`src/rtl/cup_consts.svh`:
```
// Offsets, field positions, reset values and timing counts of the current unbalance protection block
`ifndef CUP_CONSTS_SVH
`define CUP_CONSTS_SVH

`define CUP_OFF_CTRL 12'h000
`define CUP_OFF_THRESH 12'h004
`define CUP_OFF_DELAY 12'h008
`define CUP_OFF_STATUS 12'h00c
`define CUP_OFF_INT_STAT 12'h010
`define CUP_OFF_INT_MASK 12'h014
`define CUP_OFF_RATED 12'h018

`define CUP_CTRL_OPER_BIT 0
`define CUP_CTRL_START_ONLY_BIT 1
`define CUP_STAT_START_BIT 0
`define CUP_STAT_TRIP_BIT 1

`define CUP_THRESH_MIN 7'd10
`define CUP_THRESH_MAX 7'd90
`define CUP_THRESH_RESET 7'd50
`define CUP_DELAY_MIN_MS 16'd100
`define CUP_DELAY_MAX_MS 16'd60000
`define CUP_DELAY_RESET_MS 16'd1000
`define CUP_RATED_RESET 16'h1000

`define CUP_LOW_LIMIT_PCT 10
`define CUP_HIGH_LIMIT_PCT 150

`define CUP_CLK_PERIOD_NS 10
`define CUP_TICK_PERIOD_NS 1000000
`define CUP_TICK_CYCLES (`CUP_TICK_PERIOD_NS / `CUP_CLK_PERIOD_NS)

`endif

```
`src/rtl/cup_pkg.sv`:
```
// Types shared by the current unbalance protection block
`default_nettype none
package cup_pkg;
  typedef logic [15:0] cup_mag_type;
  typedef logic [31:0] cup_word_type;
  typedef enum logic [1:0] {
    cup_idle,
    cup_timing,
    cup_tripped
  } cup_state_type;
endpackage
`default_nettype wire

```
`src/rtl/cup_unbalance_protection_unit.sv`:
```
// Current unbalance protection decision block with APB register slave and interrupt
//
// Summary of operation
// Find largest and smallest phase magnitude
// Difference taken as percent of largest
// Start when percentage exceeds threshold, enabled
// Start only for largest within 10-150 percent
// Off or blocked holds start, trip low
// Trip after delay with start continuously present
// Start-only mode never asserts trip
// Threshold 10 to 90 percent, default 50
// Delay 100 to 60000 ms, default 1000
// Clear timer, drop trip when start ends
// Evaluate on strobe, timer on ms tick
`include "cup_consts.svh"
`default_nettype none
module cup_unbalance_protection_unit #(
  parameter int unsigned MAG_WIDTH = 16,
  parameter int unsigned TICK_CYCLES = `CUP_TICK_CYCLES
) (
  // Clock and reset
  input wire logic pclk,
  input wire logic presetn,
  // APB slave
  input wire logic psel,
  input wire logic penable,
  input wire logic pwrite,
  input wire logic [11:0] paddr,
  input wire cup_pkg::cup_word_type pwdata,
  output logic [31:0] prdata,
  output logic pready,
  output logic pslverr,
  // Measurement stage
  input wire logic meas_valid,
  input wire cup_pkg::cup_mag_type phase1_current_magnitude,
  input wire cup_pkg::cup_mag_type phase2_current_magnitude,
  input wire cup_pkg::cup_mag_type phase3_current_magnitude,
  // User blocking
  input wire logic block_in,
  // Results
  output logic general_start,
  output logic general_trip,
  output logic irq
);
  import cup_pkg::*;

  initial begin
    if (MAG_WIDTH != 16) $error("MAG_WIDTH must be 16");
    if (TICK_CYCLES < 2) $error("TICK_CYCLES must be at least 2");
  end

  // Registers
  logic oper;
  logic start_only;
  logic [6:0] thresh;
  logic [15:0] delay_ms;
  logic [15:0] rated;
  logic [1:0] int_stat;
  logic [1:0] int_mask;

  // Evaluation state
  logic cond;
  logic [31:0] tick_cnt;
  logic tick;
  logic [15:0] ms_cnt;
  cup_state_type state;
  cup_state_type next_state;

  // APB decode
  wire acc = psel && penable;
  wire wr = acc && pwrite;
  wire sel_ctrl = paddr == `CUP_OFF_CTRL;
  wire sel_thresh = paddr == `CUP_OFF_THRESH;
  wire sel_delay = paddr == `CUP_OFF_DELAY;
  wire sel_status = paddr == `CUP_OFF_STATUS;
  wire sel_istat = paddr == `CUP_OFF_INT_STAT;
  wire sel_imask = paddr == `CUP_OFF_INT_MASK;
  wire sel_rated = paddr == `CUP_OFF_RATED;
  wire mapped = sel_ctrl | sel_thresh | sel_delay | sel_status | sel_istat | sel_imask | sel_rated;
  // Out-of-range settings are refused with an error and keep the old value
  wire thresh_ok = pwdata[31:7] == 25'h0 && pwdata[6:0] >= `CUP_THRESH_MIN
                   && pwdata[6:0] <= `CUP_THRESH_MAX;
  wire delay_ok = pwdata[31:16] == 16'h0 && pwdata[15:0] >= `CUP_DELAY_MIN_MS
                  && pwdata[15:0] <= `CUP_DELAY_MAX_MS;
  wire bad = !mapped || (pwrite && sel_thresh && !thresh_ok) || (pwrite && sel_delay && !delay_ok)
             || (pwrite && sel_status);
  wire [31:0] rd_mux = sel_ctrl ? {30'h0, start_only, oper} :
                       sel_thresh ? {25'h0, thresh} :
                       sel_delay ? {16'h0, delay_ms} :
                       sel_status ? {30'h0, general_trip, general_start} :
                       sel_istat ? {30'h0, int_stat} :
                       sel_imask ? {30'h0, int_mask} :
                       sel_rated ? {16'h0, rated} : 32'h0;

  // Largest and smallest magnitude
  wire [15:0] p1 = phase1_current_magnitude;
  wire [15:0] p2 = phase2_current_magnitude;
  wire [15:0] p3 = phase3_current_magnitude;
  wire [15:0] max12 = (p1 > p2) ? p1 : p2;
  wire [15:0] min12 = (p1 < p2) ? p1 : p2;
  wire [15:0] imax = (max12 > p3) ? max12 : p3;
  wire [15:0] imin = (min12 < p3) ? min12 : p3;
  // Cross-multiplied so no divider is needed: diff*100 > thresh*imax
  wire [23:0] diff_pct = 24'((imax - imin) * 16'd100);
  wire [23:0] lim = 24'(imax * thresh);
  wire over = diff_pct > lim;
  wire [23:0] imax_pct = 24'(imax * 16'd100);
  wire [23:0] rated_lo = 24'(rated * 16'(`CUP_LOW_LIMIT_PCT));
  wire [23:0] rated_hi = 24'(rated * 16'(`CUP_HIGH_LIMIT_PCT));
  wire max_current_sufficient = imax_pct > rated_lo;
  wire max_current_not_fault = imax_pct < rated_hi;
  wire enabled = oper && !block_in;
  wire start_eval = over && max_current_sufficient && max_current_not_fault;
  wire active = enabled && cond;
  wire delay_done = ms_cnt >= delay_ms;
  wire next_start = active;
  wire next_trip = active && !start_only && (state == cup_tripped || (state == cup_timing && tick
                   && ms_cnt + 16'd1 >= delay_ms));
  wire start_rise = next_start && !general_start;
  wire trip_rise = next_trip && !general_trip;

  // State sequence of the delay timer
  always_comb begin
    next_state = state;
    case (state)
      cup_idle: begin
        if (active) next_state = cup_timing;
      end
      cup_timing: begin
        if (!active) next_state = cup_idle;
        else if (next_trip) next_state = cup_tripped;
      end
      cup_tripped: begin
        if (!active || start_only) next_state = cup_idle;
      end
      default: next_state = cup_idle;
    endcase
  end

  // Register writes
  always_ff @(posedge pclk or negedge presetn) begin
    if (!presetn) begin
      oper <= 1'b0;
      start_only <= 1'b0;
      thresh <= `CUP_THRESH_RESET;
      delay_ms <= `CUP_DELAY_RESET_MS;
      rated <= `CUP_RATED_RESET;
      int_mask <= 2'h0;
    end else if (wr && !bad) begin
      if (sel_ctrl) begin
        oper <= pwdata[`CUP_CTRL_OPER_BIT];
        start_only <= pwdata[`CUP_CTRL_START_ONLY_BIT];
      end
      if (sel_thresh) thresh <= pwdata[6:0];
      if (sel_delay) delay_ms <= pwdata[15:0];
      if (sel_rated) rated <= pwdata[15:0];
      if (sel_imask) int_mask <= pwdata[1:0];
    end
  end

  // Sticky events: a new edge wins over a write-one clear
  always_ff @(posedge pclk or negedge presetn) begin
    if (!presetn) int_stat <= 2'h0;
    else int_stat <= (int_stat & ~((wr && sel_istat) ? pwdata[1:0] : 2'h0)) | {trip_rise, start_rise};
  end

  // APB answer: zero wait states
  always_ff @(posedge pclk or negedge presetn) begin
    if (!presetn) begin
      prdata <= 32'h0;
      pready <= 1'b0;
      pslverr <= 1'b0;
    end else begin
      pready <= psel && !penable;
      pslverr <= psel && !penable && bad;
      prdata <= (psel && !penable && !pwrite) ? rd_mux : 32'h0;
    end
  end

  // Comparison result held between measurement updates
  always_ff @(posedge pclk or negedge presetn) begin
    if (!presetn) cond <= 1'b0;
    else if (meas_valid) cond <= start_eval;
  end

  // Millisecond tick from the system clock
  always_ff @(posedge pclk or negedge presetn) begin
    if (!presetn) begin
      tick_cnt <= 32'h0;
      tick <= 1'b0;
    end else begin
      tick <= tick_cnt == 32'(TICK_CYCLES - 2);
      tick_cnt <= (tick_cnt == 32'(TICK_CYCLES - 1)) ? 32'h0 : tick_cnt + 32'h1;
    end
  end

  // Delay counter and outputs
  always_ff @(posedge pclk or negedge presetn) begin
    if (!presetn) begin
      state <= cup_idle;
      ms_cnt <= 16'h0;
      general_start <= 1'b0;
      general_trip <= 1'b0;
      irq <= 1'b0;
    end else begin
      state <= next_state;
      if (!active) ms_cnt <= 16'h0;
      else if (tick && !delay_done) ms_cnt <= ms_cnt + 16'h1;
      general_start <= next_start;
      general_trip <= next_trip;
      irq <= |(int_stat & int_mask);
    end
  end
endmodule
`default_nettype wire

```
`config.mk`:
```
export PLATFORM = sky130hd
export DESIGN_NAME = cup_unbalance_protection_unit
export DESIGN_NICKNAME = d
export VERILOG_FILES = /design/src/rtl/cup_pkg.sv /design/src/rtl/cup_unbalance_protection_unit.sv
export VERILOG_INCLUDE_DIRS = /design/src /design/src/rtl
export SDC_FILE = /design/constraint.sdc
export NUM_CORES = 1
export LEC_CHECK = 0
export BUFFER_PORTS_ARGS = -buffer_cell sky130_fd_sc_hd__buf_2
export CELL_PAD_IN_SITES_DETAIL_PLACEMENT = 2
export CELL_PAD_IN_SITES_GLOBAL_PLACEMENT = 2
export CORE_MARGIN = 8
export CORE_UTILIZATION = 36
export CTS_CLUSTER_DIAMETER = 40
export CTS_CLUSTER_SIZE = 10
export DETAILED_ROUTE_END_ITERATION = 16
export PLACE_DENSITY_LB_ADDON = 0.05
export SLEW_MARGIN = 5
export SYNTH_ARGS = -nofsm -noshare
export SYNTH_HDL_FRONTEND = slang
export SYNTH_SLANG_ARGS = --single-unit
```
`constraint.sdc`:
```
create_clock -name pclk -period 6.15 [get_ports pclk]
set_clock_uncertainty 0.1 [all_clocks]
set_input_delay 0.615 -clock pclk [delete_from_list [all_inputs] [get_ports pclk]]
set_output_delay 0.615 -clock pclk [all_outputs]
set_load 0.05 [all_outputs]
```
==> results.toml <==
[global_route]
overflow = 0
antenna_found_initial = 6
grt_pass1_vias = 21809
grt_max_degree = 79
grt_util_all_layers_pct = 25.0
grt_pass1_wl_mm = 120

[sta]
final_max_slew_viol_count = 0
fin_crit_ns = 10.40
hold_viol_final = 0
setup_violations = 1
fin_ws_ns = -4.25
fin_crit_sh_pct = 169
fmax_ghz = 0.0961
slew_headroom_pct = 29.7
worst_slew_pin_slew_ns = 1.05
hold_ws_ns = 0.212
grt_setup_unrepaired = "yes"
setup_tns_ns = -4.25

[clock_network]
cts_buffers = 17
cts-root-buf = "clkbuf_16"
clk_pin_slew_ns = 0.07
cts_hold_buf = 0
cts_buffer_depth = 2
clock_latency_ns = 0.44
cts_tree = "done"
htreeDepth = 4
clock_sinks = 118

[critical_path]
slowest_stage = "or4_4"
critPathLaunch = "phase2_current_magnitude[10]"
cp_num_buf_inv = 10
critPathCaptureType = "flop"
crit_arrival_ns = 10.64
path_max_fanout = 6
critPathMostFrequentCell = "ha_1"
r2r_end = "cond"
criticalPathCategory = "in -> reg"
rr_worst_depth = 24
critical-path-top-delay-family = "compound AO/OA/AOI/OAI gates"
r2r_slack_ns = -0.32
rr_startpoint = "thresh[1]"
max_stage_delay_ns = 0.54
critPathRequiredTime_ns = 6.38
start_kind = "input port"

[job]
cap_violations = 0

[placed_design]
dpl_worst_slack_ns = -4.91
numPortBuffers = 119
dp_hpwl_mm = 62.2
gp_congestion = 0.864

[route]
via_per_inst = 5.45
dr.pass1.iters = 5
wl_per_cell_um = 24.1
drc = 0
postRouteWirelength_mm = 82.4
drtIter0Drc = 642
antenna_left = 0
num_vias = 18619

[status]
violations = "negative setup slack"
status = "finished, violations left"

[synth]
synth_seq_cells = 118
yosysWarnings = 0
ys.flop_type = "dfrtp_1"
synthCells = 2160
ys_async_sr_fraction_pct = 100
synth-edff-count = 0
synth_cell_types = 77
yosysSeqAreaShare_pct = 15.4
syn_avg_cell_area_um2 = 8.92
netlist_area_um2 = 19300

[min_path]
hp-class = "in -> async"

[floorplanning]
fp.dieArea_um2 = 61200
die_w_um = 247
io_pins = 136
core_area_um2 = 52800
die_y_um = 247
row_count = 84
initial_utilization_pct = 36.5

[layout]
fin_util_pct = 48.3
drive_gt1_share_pct = 30.0
area_growth_syn_to_layout_pct = 32.3
final_common_cell = "buf_4"
finalNetCount = 3304
mostFrequentLayoutCells = "438 x buf_4, 345 x ha_1, 298 x inv_1"
sequential cells by signal (all words and copies together) (netlist names), 2 cells and up:
register and flops:
tick_cnt 32, delay_ms 16, ms_cnt 16, prdata 16, rated 16, thresh 7
int_mask 2, int_stat 2, state 2
timing repair:
action                                  CTS  global route
pin swaps                                38            67
endpoints found under the setup margin    1             1
buffers inserted                         16             9
cloned                                    3             0
resized for setup                        52            83
synth_stat cells, types with 11 or more instances:
cell | instances | area [um2]
ha_1 | 372 | 4650
inv_1 | 310 | 1160
fa_1 | 122 | 2440
nor2_1 | 122 | 458
nand2_1 | 110 | 413
dfrtp_1 | 108 | 2700
a21oi_1 | 101 | 505
and2_1 | 88 | 551
xnor2_1 | 77 | 674
xor2_1 | 71 | 622
o21ai_0 | 64 | 320
a21o_1 | 45 | 338
mux2_2 | 43 | 484
nand3_1 | 43 | 215
nor2b_1 | 31 | 194
nor3_1 | 30 | 150
mux2_1 | 27 | 304
and3_1 | 26 | 163
nand4_1 | 24 | 150
clkbuf_1 | 23 | 86.3
mux2i_1 | 22 | 220
nand2b_1 | 22 | 138
o21ai_1 | 22 | 110
buf_4 | 20 | 150
o21a_1 | 19 | 143
a31oi_1 | 15 | 93.8
o211ai_1 | 15 | 113
nor4_1 | 14 | 87.6
or2_2 | 12 | 75.1
a22oi_1 | 11 | 82.6
final cells by class:
type	count	area (um2)
Fill cell	5718	27300
Multi-Input combinational cell	1700	15800
Timing Repair Buffer	564	4060
Sequential cell	118	2970
Inverter	310	1180
Tap cell	688	861
Clock buffer	17	425
Clock inverter	15	150
Antenna cell	2	5.00
worst reg2reg max path: stages (launching register included):
cell	delay [ns]
dfstp_2	0.73
and2_1	0.22
fa_1	0.42
ha_1	0.29
inv_1	0.06
fa_1	0.53
fa_1	0.55
inv_1	0.04
ha_1	0.30
inv_1	0.08
o21ai_1	0.09
a31o_1	0.25
a311o_1	0.30
a31oi_1	0.32
o21ai_1	0.16
a311o_1	0.30
a21o_1	0.20
xnor2_1	0.15
ha_1	0.35
nand3_2	0.11
a41oi_2	0.20
o22ai_1	0.10
a31oi_1	0.15
nor3_1	0.07
a211oi_1	0.30
routing by layer:
metal	track usage [%]	part of all wire, %	routed length [um]
met3	2.93	2.7	2220
met1	27.9	39	32200
met4	8.73	4.4	3620
met5	0	0.016	13
met2	48.1	54	44300
stage by stage:
step / instance area, um2 / cells
finish: 25500 / 3414
global route: 25500 / 3414
CTS: 25000 / 3403
detailed placement: 24000 / 3352
global placement: 24000 / 3352
floorplan: 19600 / 2175
worst max-delay path by stage:
stage,to,slack (ns),depth (start not counted)
after global placement,cond,-4.20,52
after global routing,cond,-4.61,50
after CTS,cond,-3.64,47
after detailed placement,cond,-4.91,52
final,cond,-4.25,50
after floorplan,cond,-3.35,49
kinds of logic (layout without fill, tap and decap cells):
| logic type | after synthesis | after routing | synth area share, % |
|---|---|---|---|
| xor+xnor | 148 | 148 | 6.73 |
| other cells | 1 | 18 | 0.0195 |
| mux | 93 | 93 | 5.31 |
| fa+ha+maj | 494 | 494 | 36.8 |
| compound gates | 381 | 381 | 12.9 |
| simple gates | 566 | 568 | 15.3 |
| flops | 118 | 118 | 15.4 |
| buf+inv | 359 | 906 | 7.45 |
Power is not shown: default switching activity piles up to over one toggle a cycle in this logic, so the estimate is an artifact.
